--- src/bbi_pkg.sv ---
// constants and carrier types of the baseband event block
//
// What this block does
// (RQ1) header found event on valid PHY header
// (RQ2) header found loads frame length registers
// (RQ3) frame end event after delay, payload stored
// (RQ4) frame end moves receive to tx prepare
// (RQ5) frame end needs filter pass, address match when filter enabled
// (RQ6) extended match event when filter enabled
// (RQ7) address match event when filter enabled
// (RQ8) match events issued when header parsing ends
// (RQ9) tx frame end when last part sent
// (RQ10) gain hold on preamble detection
// (RQ11) gain hold freezes gain control settings
// (RQ12) gain release on receive finish or cancel
// (RQ13) release during reception aborts and restarts
// (RQ14) gain hold clears pending gain release
// (RQ15) gain release clears pending gain hold
// (RQ16) level event when octet count hits threshold
// (RQ17) threshold from low and high registers
// (RQ18) own status and mask, per event
// (RQ19) checksum filter gates frame end when set
// (RQ20) status bits clear on status read
package bbi_pkg;
  localparam logic [3:0] ADDR_STATUS = 4'h0;
  localparam logic [3:0] ADDR_MASK = 4'h1;
  localparam logic [3:0] ADDR_LEN_LOW = 4'h2;
  localparam logic [3:0] ADDR_LEN_HIGH = 4'h3;
  localparam logic [3:0] ADDR_THR_LOW = 4'h4;
  localparam logic [3:0] ADDR_THR_HIGH = 4'h5;
  localparam logic [3:0] ADDR_CTRL = 4'h6;
  localparam logic [3:0] ADDR_STATE = 4'h7;
  // event bit positions in status and mask
  localparam int EV_HEADER = 0;
  localparam int EV_FRAME_END = 1;
  localparam int EV_EXT_MATCH = 2;
  localparam int EV_ADDR_MATCH = 3;
  localparam int EV_TX_END = 4;
  localparam int EV_HOLD = 5;
  localparam int EV_RELEASE = 6;
  localparam int EV_LEVEL = 7;
  // control register fields
  localparam int CTRL_ADDR_FILTER = 0;
  localparam int CTRL_FCS_FILTER = 1;
  localparam logic [7:0] MASK_RESET = 8'h00;
  localparam logic [7:0] CTRL_RESET = 8'h02;
  // frame end delay after frame end
  localparam int FRAME_END_DELAY_NS = 100;
  localparam int CLOCK_PERIOD_NS = 10;
  localparam int FRAME_END_DELAY_CYC =
    (FRAME_END_DELAY_NS + CLOCK_PERIOD_NS - 1) / CLOCK_PERIOD_NS;
  typedef enum logic [1:0] {
    ST_IDLE = 2'b00,
    ST_RECEIVE = 2'b01,
    ST_TX_PREPARE = 2'b10
  } bbi_state_t;
  // strobes from the receive and transmit datapaths
  typedef struct packed {
    logic preamble;
    logic header_ok;
    logic [10:0] header_len;
    logic parse_done;
    logic is_extended;
    logic is_match;
    logic first_pass;
    logic fcs_ok;
    logic frame_done;
    logic rx_finish;
    logic octet_stored;
    logic tx_done;
  } bbi_path_t;
  typedef struct packed {
    logic [3:0] addr;
    logic [7:0] wdata;
    logic wr;
    logic rd;
  } bbi_req_t;
endpackage

--- src/bbi_delay.sv ---
// fixed delay line for a one-cycle strobe
`timescale 1ns/1ps
module bbi_delay #(
  parameter int DEPTH = 10
) (
  input wire logic clock,
  input wire logic srst,
  input wire logic in_pulse,
  output logic out_pulse
);
  logic [DEPTH-1:0] line_q;
  always_ff @(posedge clock)
  begin
    if (srst)
      line_q <= '0;
    else
      line_q <= {line_q[DEPTH-2:0], in_pulse};
  end
  assign out_pulse = line_q[DEPTH-1];
endmodule

--- src/bbi_level.sv ---
// receive octet counter with threshold compare
`timescale 1ns/1ps
module bbi_level #(
  parameter int WIDTH = 11
) (
  input wire logic clock,
  input wire logic srst,
  input wire logic restart,
  input wire logic octet,
  input wire logic [WIDTH-1:0] threshold,
  output logic reached
);
  logic [WIDTH-1:0] count_q;
  logic [WIDTH-1:0] count_d;
  assign count_d = count_q + WIDTH'(1);
  always_ff @(posedge clock)
  begin
    if (srst || restart)
      count_q <= '0;
    else if (octet)
      count_q <= count_d;
  end
  // (RQ16) level reached pulse
  always_ff @(posedge clock)
  begin
    if (srst)
      reached <= 1'b0;
    else
      reached <= octet && !restart && count_d == threshold;
  end
endmodule

--- src/bbi_events.sv ---
// baseband event status, mask and receive flow
//
// The implementer's own choices: the register addresses and strobed register access.
`timescale 1ns/1ps
module bbi_events (
  input wire logic clock,
  input wire logic srst,
  input wire bbi_pkg::bbi_req_t req,
  output logic [7:0] rdata,
  input wire bbi_pkg::bbi_path_t path,
  output logic gain_freeze,
  output logic rx_restart,
  output logic [7:0] event_pending,
  output logic [1:0] state
);
  // ***************
  // register decode
  // ***************
  logic [7:0] status_q, mask_q, ctrl_q, len_low_q, len_high_q;
  logic [7:0] thr_low_q, thr_high_q;
  logic [7:0] rdata_q;
  logic freeze_q, restart_q;
  bbi_pkg::bbi_state_t state_q;
  wire wr_mask = req.wr && req.addr == bbi_pkg::ADDR_MASK;
  wire wr_ctrl = req.wr && req.addr == bbi_pkg::ADDR_CTRL;
  wire wr_thr_low = req.wr && req.addr == bbi_pkg::ADDR_THR_LOW;
  wire wr_thr_high = req.wr && req.addr == bbi_pkg::ADDR_THR_HIGH;
  wire rd_status = req.rd && req.addr == bbi_pkg::ADDR_STATUS;
  wire addr_filter = ctrl_q[bbi_pkg::CTRL_ADDR_FILTER];
  wire fcs_filter = ctrl_q[bbi_pkg::CTRL_FCS_FILTER];
  logic [7:0] rd_mux;
  always_comb
  begin
    unique case (req.addr)
      bbi_pkg::ADDR_STATUS: rd_mux = status_q;
      bbi_pkg::ADDR_MASK: rd_mux = mask_q;
      bbi_pkg::ADDR_LEN_LOW: rd_mux = len_low_q;
      bbi_pkg::ADDR_LEN_HIGH: rd_mux = len_high_q;
      bbi_pkg::ADDR_THR_LOW: rd_mux = thr_low_q;
      bbi_pkg::ADDR_THR_HIGH: rd_mux = thr_high_q;
      bbi_pkg::ADDR_CTRL: rd_mux = ctrl_q;
      bbi_pkg::ADDR_STATE: rd_mux = {6'h00, state_q};
      default: rd_mux = 8'h00;
    endcase
  end

  // ***************
  // receive flow
  // ***************
  wire in_rx = state_q == bbi_pkg::ST_RECEIVE;
  // (RQ13) release mid reception aborts
  logic end_late;
  // release in the frame end cycle is a finish, not a cancel
  wire abort = path.rx_finish && in_rx && !end_late;
  // (RQ5) filter and address gating
  wire frame_ok = path.first_pass
    && (!addr_filter || path.is_match)
    // (RQ19) checksum gating
    && (!fcs_filter || path.fcs_ok);
  wire frame_start = path.frame_done && frame_ok && in_rx;
  // (RQ3) frame end after fixed delay
  bbi_delay #(
    .DEPTH(bbi_pkg::FRAME_END_DELAY_CYC)
  ) u_delay (
    .clock(clock),
    .srst(srst || abort),
    .in_pulse(frame_start),
    .out_pulse(end_late)
  );
  logic level_hit;
  bbi_level #(
    .WIDTH(11)
  ) u_level (
    .clock(clock),
    .srst(srst),
    .restart(path.preamble),
    .octet(path.octet_stored),
    // (RQ17) threshold from two registers
    .threshold({thr_high_q[2:0], thr_low_q}),
    .reached(level_hit)
  );
  logic [7:0] ev;
  always_comb
  begin
    ev = 8'h00;
    // (RQ1) header found
    ev[bbi_pkg::EV_HEADER] = path.header_ok && in_rx;
    ev[bbi_pkg::EV_FRAME_END] = end_late;
    // (RQ8) strobed at parse end
    // (RQ6) extended match at parse end
    ev[bbi_pkg::EV_EXT_MATCH] = path.parse_done && addr_filter
      && path.is_extended && in_rx;
    // (RQ7) address match at parse end
    ev[bbi_pkg::EV_ADDR_MATCH] = path.parse_done && addr_filter
      && path.is_match && in_rx;
    // (RQ9) transmit done
    ev[bbi_pkg::EV_TX_END] = path.tx_done;
    // (RQ10) preamble detected
    ev[bbi_pkg::EV_HOLD] = path.preamble;
    // (RQ12) receive finished or cancelled
    ev[bbi_pkg::EV_RELEASE] = path.rx_finish && !path.preamble;
    ev[bbi_pkg::EV_LEVEL] = level_hit;
  end
  // (RQ18) per-event mask
  wire [7:0] ev_en = ev & mask_q;
  logic [7:0] status_d;
  always_comb
  begin
    // (RQ20) read clears, set wins
    status_d = (rd_status ? 8'h00 : status_q) | ev_en;
    // (RQ14) hold clears release
    if (ev_en[bbi_pkg::EV_HOLD])
      status_d[bbi_pkg::EV_RELEASE] = 1'b0;
    // (RQ15) release clears hold
    if (ev_en[bbi_pkg::EV_RELEASE])
      status_d[bbi_pkg::EV_HOLD] = 1'b0;
  end
  bbi_pkg::bbi_state_t state_d;
  always_comb
  begin
    state_d = state_q;
    unique case (state_q)
      bbi_pkg::ST_IDLE:
        state_d = bbi_pkg::ST_RECEIVE;
      bbi_pkg::ST_RECEIVE:
      begin
        // (RQ4) receive to tx prepare
        if (end_late)
          state_d = bbi_pkg::ST_TX_PREPARE;
      end
      bbi_pkg::ST_TX_PREPARE:
      begin
        if (path.preamble)
          state_d = bbi_pkg::ST_RECEIVE;
      end
      default:
        state_d = bbi_pkg::ST_IDLE;
    endcase
  end

  // ***************
  // registers
  // ***************
  wire [7:0] rd_next = req.rd ? rd_mux : 8'h00;
  // status, read data and state
  always_ff @(posedge clock)
  begin
    if (srst)
    begin
      status_q <= 8'h00;
      rdata_q <= 8'h00;
      state_q <= bbi_pkg::ST_IDLE;
    end
    else
    begin
      status_q <= status_d;
      rdata_q <= rd_next;
      state_q <= state_d;
    end
  end
  // mask and control
  always_ff @(posedge clock)
  begin
    if (srst)
      mask_q <= bbi_pkg::MASK_RESET;
    else if (wr_mask)
      mask_q <= req.wdata;
  end
  always_ff @(posedge clock)
  begin
    if (srst)
      ctrl_q <= bbi_pkg::CTRL_RESET;
    else if (wr_ctrl)
      ctrl_q <= req.wdata & 8'h03;
  end
  // threshold pair
  always_ff @(posedge clock)
  begin
    if (srst)
      thr_low_q <= 8'h00;
    else if (wr_thr_low)
      thr_low_q <= req.wdata;
  end
  always_ff @(posedge clock)
  begin
    if (srst)
      thr_high_q <= 8'h00;
    else if (wr_thr_high)
      thr_high_q <= req.wdata & 8'h07;
  end
  // (RQ2) length from valid header
  always_ff @(posedge clock)
  begin
    if (srst)
    begin
      len_low_q <= 8'h00;
      len_high_q <= 8'h00;
    end
    else if (ev[bbi_pkg::EV_HEADER])
    begin
      len_low_q <= path.header_len[7:0];
      len_high_q <= {5'h00, path.header_len[10:8]};
    end
  end
  // (RQ11) freeze gain on hold
  always_ff @(posedge clock)
  begin
    if (srst)
    begin
      freeze_q <= 1'b0;
      restart_q <= 1'b0;
    end
    else
    begin
      if (path.preamble)
        freeze_q <= 1'b1;
      else if (path.rx_finish)
        freeze_q <= 1'b0;
      restart_q <= abort;
    end
  end
  assign rdata = rdata_q;
  assign gain_freeze = freeze_q;
  assign rx_restart = restart_q;
  assign event_pending = status_q;
  assign state = state_q;
endmodule

--- config.mk ---
export PLATFORM = sky130hd
export DESIGN_NAME = bbi_events
export DESIGN_NICKNAME = d
export VERILOG_FILES = /design/src/bbi_pkg.sv /design/src/bbi_delay.sv /design/src/bbi_level.sv /design/src/bbi_events.sv
export SDC_FILE = /design/constraint.sdc
export NUM_CORES = 1
export LEC_CHECK = 0
export ABC_AREA = 0
export BUFFER_PORTS_ARGS = -buffer_cell sky130_fd_sc_hd__buf_2
export CAP_MARGIN = 25
export CORE_MARGIN = 2
export CORE_UTILIZATION = 50
export DETAILED_ROUTE_END_ITERATION = 8
export PLACE_DENSITY = 0.87
export SYNTH_ARGS = -nofsm -noshare
export SYNTH_HDL_FRONTEND = slang
export SYNTH_SLANG_ARGS = --single-unit
--- constraint.sdc ---
create_clock -name clock -period 1.71 [get_ports clock]
set_input_delay 0.0855 -clock clock [delete_from_list [all_inputs] [get_ports clock]]
set_output_delay 0.0855 -clock clock [all_outputs]
set_load 0.005 [all_outputs]
Yosys cells after proc, flatten, opt, wreduce, memory -nomap -nowiden
Cells that the tools add are included.
{"block": "totals", "reg_bits": 74, "elab_cells": 74, "in_bits": 38, "output_inout_bits": 20}
{"block": "op_classes", "reduce_logical": 35, "mux": 7, "eq_ne": 12, "n_addsub": 1, "bitwise_logic": 3}
{"op": "8-bit one-hot mux with 8 select lines", "count": 1}
{"op": "1-bit logical AND", "count": 20}
{"op": "4-bit by 3-bit equality test with 1-bit output, second input constant", "count": 4}
{"op": "11-bit by 1-bit adder with 11-bit output, second input constant", "count": 1}
{"op": "11-bit equality test", "count": 1}
{"op": "8-bit bitwise AND", "count": 1}
{"op": "4-bit by 2-bit equality test with 1-bit output, second input constant", "count": 2}
{"op": "8-bit two-way mux", "count": 1}
{"op": "8-bit bitwise OR", "count": 1}
{"op": "2-bit one-hot mux with 3 select lines", "count": 1}
{"op": "2-bit OR reduction", "count": 3}
{"op": "4-bit by 1-bit equality test with 1-bit output, second input constant", "count": 1}
{"op": "1-bit logical NOT", "count": 4}
{"op": "4-bit logical NOT", "count": 1}
{"op": "1-bit logical OR", "count": 4}
{"op": "2-bit two-way mux", "count": 2}
{"op": "2-bit by 1-bit equality test with 1-bit output, second input constant", "count": 1}
{"op": "2-bit equality test, second input constant", "count": 1}
{"op": "2-bit logical NOT", "count": 1}
{"op": "1-bit two-way mux", "count": 2}
{"op": "2-bit by 1-bit != test with 1-bit output, second input constant", "count": 1}
{"op": "2-bit != test, second input constant", "count": 1}
{"op": "2-bit AND reduction", "count": 1}
{"op": "2-bit nonzero test", "count": 1}
{"op": "1-bit NOT", "count": 1}

Longest topological paths before layout
Gate-level depths: netlist (run 1).
{"block": "depth", "ltp_word": 6, "mapped_depth": 7, "depth_no_buf": 6}

By module
From an unflattened synthesis (run 1), not the netlist that was laid out.
{"block": "hier_totals", "hier_cells": 366, "area_unflattened_um2": 3439.5}
{"module": "bbi_events", "seq_area_each_um2": 1041.0, "n_inst": 1, "cells_each": 237, "area_per_inst_um2": 2268.4}
{"module": "bbi_level", "seq_area_each_um2": 240.2, "n_inst": 1, "cells_each": 109, "area_per_inst_um2": 908.4}
{"module": "bbi_delay", "seq_area_each_um2": 200.2, "n_inst": 1, "cells_each": 20, "area_per_inst_um2": 262.8}

Worst setup path before layout (run 1)
OpenSTA, ideal clock, no wires.
{"block": "synth_path", "path_kind": "register to register", "start": "register u_level.count_q[0]", "end": "register u_level.reached", "n_path_buf": 0, "required_time_ns": 1.592, "path_slack_ns": 0.039, "setup_time_ns": 0.118, "path_stages_with_launch": 6, "t_arrival_ns": 1.553, "synth_period_minus_slack_ns": 1.671, "cell_sequence": "dfxtp_1 -> ha_1 -> nand3_1 -> o21a_1 -> o311a_1 -> o2111a_1"}
{"block": "synth_between", "elab_chain_len": 3}
{"item": "start, declared", "line_no": "bbi_level.sv:13", "source": "logic [WIDTH-1:0] count_q;"}
{"item": "start signal, assigned", "line_no": "bbi_level.sv:21", "source": "count_q <= count_d;"}
{"item": "11-bit by 1-bit adder with 11-bit output", "line_no": "bbi_level.sv:15", "source": "assign count_d = count_q + WIDTH'(1);"}
{"item": "11-bit equality test", "line_no": "bbi_level.sv:29", "source": "reached <= octet && !restart && count_d == threshold;"}
{"item": "1-bit logical AND", "line_no": "bbi_level.sv:29"}
{"item": "end signal, assigned", "line_no": "bbi_level.sv:29"}
{"item": "end, declared", "line_no": "bbi_level.sv:11", "source": "output logic reached"}
Every way passes these cells.
A chain may end at the register's enable or synchronous reset.

Worst setup path in the final report (run 1)
{"block": "layout_path", "start": "register u_level.count_q[1]", "end": "register u_level.reached"}
The elaborated chain is that of the path after synthesis.

==> results of run 1 <==
## kinds of logic after synthesis
logic type,Yosys count,share of synthesized area
AO/OA/AOI/OAI,76,0.147
XOR/XNOR,21,0.0567
adder cells (fa/ha/maj),1,0.00385
buffers and inverters,24,0.0355
flip-flops,74,0.456
multiplexers,19,0.0628
AND/OR/NAND/NOR,155,0.237
## flip-flops by register name, indices dropped and copies added (netlist names)
signal and count:
u_delay.line_q 10, mask_q 8, rdata 8, state 2, thr_high_q 3, rx_restart 1
len_low_q 8, ctrl_q 2, gain_freeze 1, thr_low_q 8, len_high_q 3, u_level.reached 1
u_level.count_q 11, event_pending 8
## routing by layer
| metal | part of all wire | routed length (um) | up-vias |
|---|---|---|---|
| li1 | - | - | 1459 |
| met4 | 0.031 | 256 | 0 |
| met3 | 0.069 | 560 | 25 |
| met2 | 0.48 | 3910 | 126 |
| met5 | 0 | 0 | - |
| met1 | 0.42 | 3430 | 1349 |
## per-stage QoR
| step | worst slack (ps) | std cells |
|---|---|---|
| floorplan | 39.1 | 370 |
| detailed placement | 77.0 | 499 |
| global placement | 186 | 499 |
| global route | 17.0 | 530 |
| finish | 106 | 530 |
| CTS | 61.1 | 530 |
## power groups by stage
stage	combinational, W	clock (W)	sequential [W]
2_1_floorplan	0.000133	0	0.00180
3_3_place_gp	0.000227	0	0.00181
3_5_place_dp	0.000233	0	0.00181
4_1_cts	0.000262	0.00124	0.00177
5_1_grt	0.000296	0.00132	0.00177
6_report	0.000267	0.00123	0.00177
## Yosys cell counts (all sizes together) (9+ instances only)
cell type,instances
nand2,52
o21ai,9
a22oi,11
xnor2,9
clkbuf,12
xor2,12
nand3,13
dfxtp,74
mux2i,11
nor2,38
and2,13
a21oi,36
## layout make-up
class / instances / area [um^2]
Clock buffer: 11 / 151
Clock inverter: 4 / 27.5
Fill cell: 521 / 2330
Inverter: 5 / 18.8
Multi-Input combinational cell: 272 / 1650
Sequential cell: 74 / 1480
Tap cell: 77 / 96.3
Timing Repair Buffer: 87 / 551
## path summary, 6_finish.rpt
path	startpoint	endpoint	slack (ps)	cells past startpoint
max	u_level.count_q[1]	u_level.reached	110	7
min	req[5]	thr_low_q[3]	2	3
max reg2reg	u_level.count_q[1]	u_level.reached	110	7
min reg2reg	u_delay.line_q[0]	u_delay.line_q[1]	430	1
## placed cells by master (no fill, tap or decap), types with 12 or more instances in the layout
| cell | count |
|---|---|
| dlygate4sd3_1 | 16 |
| and2_1 | 13 |
| a21oi_1 | 36 |
| dfxtp_1 | 73 |
| xor2_1 | 12 |
| nor2_1 | 38 |
| buf_2 | 57 |
| nand2_1 | 51 |
| buf_4 | 14 |
| nand3_1 | 13 |
## tightest hold or removal path, stage by stage
cell and delay, ps:
buf_2 90, mux2i_1 60, nor2_1 80
## repair_timing
item / in CTS / in global routing
setup endpoints to repair: 0 / 1
endpoints found under the hold margin: 16 / 0
gates resized for setup: 0 / 2
hold buffers: 16 / 0
==> results.sh, run 1 <==
export IMPL_yosysTopAreaCell="dfxtp_1"
export IMPL_p_int_w=0.00246
export IMPL_path_buf_inv=1
export IMPL_routedWlPerCell_um=15.4
export IMPL_cts_root_buf="clkbuf_8"
export IMPL_synth_nets=409
export IMPL_fin_skew_ps=7.23
export IMPL_floorplan_initialDensity=0.514
export IMPL_slew_headroom=0.647
export IMPL_met3_usage=0.0600
export IMPL_timing_fmax_ghz=0.624
export IMPL_synthCells=370
export IMPL_ir_worst_vdd_v=0.000554
export IMPL_switchingPower_w=0.000798
export IMPL_globalplace_congestion=0.888
export IMPL_cts_tree="built"
export IMPL_cp_top_family="compound AO/OA/AOI/OAI gates"
export IMPL_htree_levels=3
export IMPL_crit_chain="ha_1, nand3_1, buf_4, nor3_1, o21ai_0, o311a_1, o2111a_1"
export IMPL_arrival_ps=1850
export IMPL_power_density_mw_per_mm2=820
export IMPL_crit_path_top_delay_cell="dfxtp_2"
export IMPL_critPathCaptureType="flop"
export IMPL_yosys_warnings=0
export IMPL_placed_area_mm2=0.00364
export IMPL_clk_latency_ps=350
export IMPL_tightest_slew_ps=527
export IMPL_overflow=0
export IMPL_drt_total_wl_mm=8.15
export IMPL_areaGrowthSynthToFinish_pct=22.6
export IMPL_portBuffers=57
export IMPL_status="complete, no violations"
export IMPL_antenna_found_initial=0
export IMPL_swShare=0.245
export IMPL_max_stage_delay_ps=360
export IMPL_holdWs_ps=2.14
export IMPL_firstDrtPassIters=4
export IMPL_finalHoldViolCount=0
export IMPL_startpoint_type="flop"
export IMPL_period_share=0.938
export IMPL_cts_path_max_buffers=2
export IMPL_synth_edf_count=0
export IMPL_cts_made_buffers=9
export IMPL_synth_seq_area_share=0.456
export IMPL_drc=0
export IMPL_syn_area_per_cell_um2=8.77
export IMPL_drv_cap=0
export IMPL_num_antenna_cells=0
export IMPL_synth_cell_type_count=52
export IMPL_drive_gt1_frac=0.225
export IMPL_hpwl_mm=5.82
export IMPL_final_area_mm2=0.00398
export IMPL_core_area_mm2=0.00631
export IMPL_top_usage_layer="met2"
export IMPL_async_flop_share=0
export IMPL_utilization=0.630
export IMPL_die_y_um=84.6
export IMPL_io_pins=58
export IMPL_hold_path_class="in2reg"
export IMPL_drtIter0Drc=412
export IMPL_vias=2959
export IMPL_via_per_inst=5.58
export IMPL_syn_area_mm2=0.00325
export IMPL_finalSetupViolCount=0
export IMPL_path_clk_slew_ps=70
export IMPL_critical_path_class="reg2reg"
export IMPL_grtUsageMet2=0.399
export IMPL_synth_ff_type="dfxtp_1"
export IMPL_p_seq_frac=0.542
export IMPL_pwr_share_clk=0.376
export IMPL_grt_use_met1=0.313
export IMPL_cts_num_sinks=74
export IMPL_p_total_w=0.00326
export IMPL_worstPathRequired_ps=1960
export IMPL_finalMaxSlewViolations=0
export IMPL_leakage_nw=1.63
export IMPL_p_comb_frac=0.082
export IMPL_tns_ps=0
export IMPL_postCtsSetupBuffers=0
export IMPL_period_minus_slack_ps=1600
export IMPL_grt_pass1_wl_mm=14.0
export IMPL_final_nets=488
export IMPL_grt_pass1_vias=2915
export IMPL_rsz0062_at_grt="false"
export IMPL_synth_top_area_frac=0.456
export IMPL_ys_seq_elements=74
export IMPL_die_x_um=84.6
export IMPL_worst_path_max_fanout=5
export IMPL_die_area_mm2=0.00715
export IMPL_num_rows=29
export IMPL_grt_max_degree=43
export IMPL_ant_nets=0
export IMPL_synth_area_leaders="dfxtp_1, nand2_1, a21oi_1"
export IMPL_grt_usage=0.246
Power figures use the tool's default switching activity.
==> run 2: changes to the inputs <==
--- a/config.mk
+++ b/config.mk
@@ -6,5 +6,5 @@
 export NUM_CORES = 1
 export LEC_CHECK = 0
-export ABC_AREA = 0
+export ABC_AREA = 1
 export BUFFER_PORTS_ARGS = -buffer_cell sky130_fd_sc_hd__buf_2
 export CAP_MARGIN = 25
@@ -12,5 +12,6 @@
 export CORE_UTILIZATION = 50
 export DETAILED_ROUTE_END_ITERATION = 8
-export PLACE_DENSITY = 0.87
+export PLACE_DENSITY = 0.86
+export SETUP_SLACK_MARGIN = 0.4
 export SYNTH_ARGS = -nofsm -noshare
 export SYNTH_HDL_FRONTEND = slang
==> constraint.sdc (replaced) <==
create_clock -name clock -period 1.71 [get_ports clock]
set_input_delay 0.0855 -clock clock [delete_from_list [all_inputs] [get_ports clock]]
set_output_delay 0.0855 -clock clock [all_outputs]
set_load 0.02 [all_outputs]
==> results.sh, run 2 <==
export IMPL_status="complete, but fails checks"
export IMPL_violations="design-rule violations"
export IMPL_rsz0062_at_grt="true"
export IMPL_tns_ps=0
export IMPL_period_share=0.853
export IMPL_arrival_ps=1750
export IMPL_synth_top_area_frac=0.452
export IMPL_period_minus_slack_ps=1460
export IMPL_holdWs_ps=15.8
export IMPL_grt_pass1_vias=3131
export IMPL_pwr_share_clk=0.420
export IMPL_tightest_slew_ps=455
export IMPL_p_int_w=0.00278
export IMPL_fillers=552
export IMPL_finalSetupViolCount=0
export IMPL_switchingPower_w=0.000870
export IMPL_synth_cell_type_count=30
export IMPL_max_flop_register="u_level.count_q"
export IMPL_fin_skew_ps=7.80
export IMPL_portBuffers=57
export IMPL_power_density_mw_per_mm2=907
export IMPL_seq_area_mm2=0.00150
export IMPL_drive_gt1_frac=0.225
export IMPL_num_antenna_cells=0
export IMPL_overflow=0
export IMPL_synth_ff_type="dfxtp_1"
export IMPL_htree_levels=3
export IMPL_globalplace_congestion=0.927
export IMPL_grt_pass1_wl_mm=13.9
export IMPL_final_nets=564
export IMPL_clk_latency_ps=350
export IMPL_synth_seq_area_share=0.452
export IMPL_cts_tree="built"
export IMPL_synth_nets=495
export IMPL_antenna_found_initial=0
export IMPL_cts_path_max_buffers=2
export IMPL_synth_area_leaders="dfxtp_1, inv_1, a21oi_1"
export IMPL_post_place_cells=581
export IMPL_slew_headroom=0.696
export IMPL_critical_path_class="reg2reg"
export IMPL_cts_root_buf="clkbuf_8"
export IMPL_firstDrtPassIters=7
export IMPL_synth_edf_count=0
export IMPL_drc=2
export IMPL_leakage_nw=1.70
export IMPL_p_seq_frac=0.491
export IMPL_ys_seq_elements=74
export IMPL_drv_cap=0
export IMPL_vias=3288
export IMPL_async_flop_share=0
export IMPL_cts_made_buffers=9
export IMPL_cts_num_sinks=74
export IMPL_critPathCaptureType="flop"
export IMPL_die_y_um=84.9
export IMPL_p_comb_frac=0.089
export IMPL_drt_total_wl_mm=8.63
export IMPL_floorplan_initialDensity=0.516
export IMPL_hpwl_mm=6.19
export IMPL_top_regs="u_level.count_q x11, u_delay.line_q x10"
export IMPL_yosysTopAreaCell="dfxtp_1"
export IMPL_areaGrowthSynthToFinish_pct=23.0
export IMPL_layout_common_cells="inv_1, dfxtp_1, nand2_1"
export IMPL_finalMaxSlewViolations=0
export IMPL_grt_max_degree=35
export IMPL_startpoint_type="flop"
export IMPL_worstPathRequired_ps=2000
export IMPL_synth_commonest_cells="inv_1, dfxtp_1, nand2_1"
export IMPL_die_area_mm2=0.00721
export IMPL_routedWlPerCell_um=14.2
export IMPL_die_x_um=84.9
export IMPL_hold_path_class="in2reg"
export IMPL_ir_worst_vdd_v=0.000690
export IMPL_core_area_mm2=0.00635
export IMPL_path_clk_slew_ps=80
export IMPL_finalHoldViolCount=0
export IMPL_drtIter0Drc=236
export IMPL_synth_most_common_cell="inv_1"
export IMPL_ant_nets=0
export IMPL_io_pins=58
export IMPL_synthCells=456
export IMPL_largest_reg_flops=11
export IMPL_swShare=0.238
export IMPL_worst_path_max_fanout=3
export IMPL_syn_area_per_cell_um2=7.18
export IMPL_yosys_warnings=0
export IMPL_via_per_inst=5.42
export IMPL_syn_area_mm2=0.00328
export IMPL_grt_usage=0.242
export IMPL_layout_commonest_cell="inv_1"
export IMPL_layout_cells_non_filler=607
export IMPL_num_rows=29
export IMPL_timing_fmax_ghz=0.685
export IMPL_multi_input_area_mm2=0.00153
[run 2: power by group through the flow]
stage | combinational (W) | clock (W) | sequential, W
detailed placement | 0.000295 | 0 | 0.00184
CTS | 0.000313 | 0.00155 | 0.00179
global placement | 0.000287 | 0 | 0.00183
global route | 0.000357 | 0.00163 | 0.00180
floorplan | 0.000177 | 0 | 0.00184
finish | 0.000324 | 0.00153 | 0.00180
[run 2: critical path, stage by stage, from the launching register on]
cell     delay (ps)
dfxtp_4         360
ha_4            150
nand2_4          60
nor2_4          130
nand2_4          80
nor2_4          130
nand2_1          60
nand2_1          80
nand2_1          70
nand2_1          80
nand3_2          80
nor2_2          100
[run 2: cell families after synthesis]
logic type               share of synthesized area
AO/OA/AOI/OAI                                0.191
buffers and inverters                        0.108
flip-flops                                   0.452
adder cells (fa/ha/maj)                    0.00382
XOR/XNOR                                   0.00267
AND/OR/NAND/NOR                              0.243
[run 2: what timing repair did]
item / 4_1_cts / 5_1_grt
buffers inserted: 3 / 2
endpoints found under the setup margin: 24 / 17
hold buffers: 4 / 0
pin swaps: 6 / 18
endpoints found under the hold margin: 3 / 0
resized for setup: 7 / 15
gates cloned: 1 / 0
[run 2: final timing paths]
kind,from,endpoint,slack (ps),depth (start not counted)
setup / recovery,u_level.count_q[1],u_level.reached,250,11
hold / removal,path[16],len_low_q[7],20,3
setup reg to reg,u_level.count_q[1],u_level.reached,250,11
hold reg to reg,u_delay.line_q[4],u_delay.line_q[5],410,2
[run 2: layout make-up]
cell class / instances / area share
Clock buffer: 12 / 0.0385
Clock inverter: 4 / 0.0183
Inverter: 80 / 0.0745
Multi-Input combinational cell: 292 / 0.379
Sequential cell: 74 / 0.371
Tap cell: 77 / 0.0239
Timing Repair Buffer: 68 / 0.0947
[run 2: metrics by stage]
stage                     setup WS (ps)  power, W  utilization  area, um^2
after floorplan                     390   0.00201            -        3300
after global placement              264   0.00212        0.574        3640
after detailed placement            182   0.00213        0.574        3640
after CTS                           297   0.00366        0.624        3960
after global routing                122   0.00378        0.635        4030
final                               251   0.00365        0.635        4030
[run 2: per-layer routing]
layer	share of wire	vias to the layer above	wire (um)	GRT usage
li1	-	1626	-	-
met1	0.42	1501	3590	0.290
met2	0.49	139	4250	0.409
met3	0.070	22	601	0.0661
met4	0.023	0	195	0.0996
met5	0	-	0	0
==> run 3: changes to the inputs <==
Settings changed: REMOVE_ABC_BUFFERS from default to 1.
==> results.sh, run 3 (synthesis results as in run 2) <==
export IMPL_status="complete, but fails checks"
export IMPL_violations="negative hold slack"
export IMPL_worstHoldPathCells=3
export IMPL_vias=3351
export IMPL_p_comb_frac=0.091
export IMPL_ir_worst_vdd_v=0.000619
export IMPL_setup_slack_ps=285
export IMPL_ant_nets=0
export IMPL_finalSetupViolCount=0
export IMPL_fin_skew_ps=6.20
export IMPL_max_flop_register="u_level.count_q"
export IMPL_num_rows=29
export IMPL_tightest_slew_ps=422
export IMPL_power_density_mw_per_mm2=919
export IMPL_portBuffers=57
export IMPL_p_int_w=0.00275
export IMPL_arrival_ps=1690
export IMPL_htree_levels=3
export IMPL_drt_total_wl_mm=8.86
export IMPL_floorplan_initialDensity=0.516
export IMPL_drv_cap=0
export IMPL_switchingPower_w=0.000934
export IMPL_swShare=0.254
export IMPL_layout_commonest_cell="inv_1"
export IMPL_startpoint_type="flop"
export IMPL_cts_root_buf="clkbuf_8"
export IMPL_finalHoldViolCount=2
export IMPL_reg2reg_depth=10
export IMPL_areaGrowthSynthToFinish_pct=22.2
export IMPL_cts_path_max_buffers=2
export IMPL_die_area_mm2=0.00721
export IMPL_worstPathRequired_ps=1970
export IMPL_die_x_um=84.9
export IMPL_globalplace_congestion=1.00
export IMPL_slew_headroom=0.718
export IMPL_die_y_um=84.9
export IMPL_p_seq_frac=0.487
export IMPL_largest_reg_flops=11
export IMPL_grt_pass1_wl_mm=14.4
export IMPL_antenna_found_initial=0
export IMPL_critical_path_class="reg2reg"
export IMPL_drc=0
export IMPL_leakage_nw=1.68
export IMPL_path_clk_slew_ps=80
export IMPL_worst_path_max_fanout=5
export IMPL_drtIter0Drc=288
export IMPL_final_nets=560
export IMPL_pwr_share_clk=0.422
export IMPL_grt_usage=0.249
export IMPL_via_per_inst=5.56
export IMPL_drive_gt1_frac=0.224
export IMPL_layout_cells_non_filler=603
export IMPL_overflow=0
export IMPL_finalMaxSlewViolations=0
export IMPL_hold_path_class="in2reg"
export IMPL_num_antenna_cells=0
export IMPL_post_place_cells=584
export IMPL_period_minus_slack_ps=1420
export IMPL_timing_fmax_ghz=0.702
export IMPL_core_area_mm2=0.00635
export IMPL_firstDrtPassIters=5
export IMPL_pre_cts_slack_ps=149
export IMPL_top_regs="u_level.count_q x11, u_delay.line_q x10"
export IMPL_period_share=0.833
export IMPL_layout_common_cells="inv_1, dfxtp_1, nand2_1"
export IMPL_holdWs_ps=-6.18
export IMPL_io_pins=58
export IMPL_cts_tree="built"
export IMPL_reg2reg_slack_ps=290
export IMPL_final_area_mm2=0.00400
export IMPL_rsz0062_at_grt="true"
export IMPL_hpwl_mm=6.07
export IMPL_grt_pass1_vias=3312
export IMPL_cts_num_sinks=74
export IMPL_cts_made_buffers=9
export IMPL_tns_ps=0
export IMPL_clk_latency_ps=350
export IMPL_placed_area_mm2=0.00364
export IMPL_grt_max_degree=35
export IMPL_routedWlPerCell_um=14.7
export IMPL_critPathCaptureType="flop"
-- run 3: cell types whose count changed in the layout (fill, tap and decap cells not counted), moves of 2 or more --
cell and delta:
dfxtp_2 -2, dlygate4sd3_1 -3, o21ai_1 +2, o21ai_0 -2
clkinvlp_4 +2, nand2_4 +2, nor2_2 -2
-- run 3: per-stage QoR --
stage,utilization,hold WS [ps],total power (W)
finish,0.630,-6.18,0.00368
global route,0.630,12.1,0.00378
CTS,0.622,0.0131,0.00364
detailed placement,0.573,357,0.00213
global placement,0.573,347,0.00212
floorplan,-,155,0.00200
-- run 3: path summary, 6_finish.rpt --
kind | start | to
max | u_level.count_q[1] | u_level.reached
min | path[3] | u_delay.line_q[0]
max reg2reg | u_level.count_q[1] | u_level.reached
min reg2reg | u_delay.line_q[5] | u_delay.line_q[6]
-- run 3: routing by layer --
metal,GRT usage,routed length (um)
met1,0.297,3540
met2,0.408,4260
met3,0.0739,800
met4,0.126,248
met5,0,0
-- run 3: timing repair --
action,in CTS,in global routing
pin swaps,3,3
hold buffers,1,0
hold endpoints to repair,1,0
resized for setup,17,14
setup buffers,0,1
gates cloned,1,0
endpoints found under the setup margin,25,26
-- run 3: final cells by class --
cell class,instances,area (um^2)
tap,77,96.3
inverter,80,300
clock inverter,6,88.8
timing repair buffer,64,340
clock buffer,10,138
sequential,74,1500
multi-input combinational,292,1540
fill,524,2350
-- run 3: worst max-delay path: stages (launching register included) --
cell,delay (ps)
dfxtp_4,380
ha_4,160
nand2_4,60
nor2_4,120
nand2_4,90
nor2_4,110
nand3_1,120
nand2_2,100
nand2_1,50
nand3_1,70
nor2_1,40
-- run 3: power groups by stage --
| stage | Clock, W | Combinational, W | Sequential, W |
|---|---|---|---|
| after global routing | 0.00161 | 0.000368 | 0.00180 |
| final | 0.00155 | 0.000334 | 0.00179 |
| after floorplan | 0 | 0.000160 | 0.00184 |
| after global placement | 0 | 0.000287 | 0.00183 |
| after CTS | 0.00154 | 0.000310 | 0.00179 |
| after detailed placement | 0 | 0.000295 | 0.00183 |
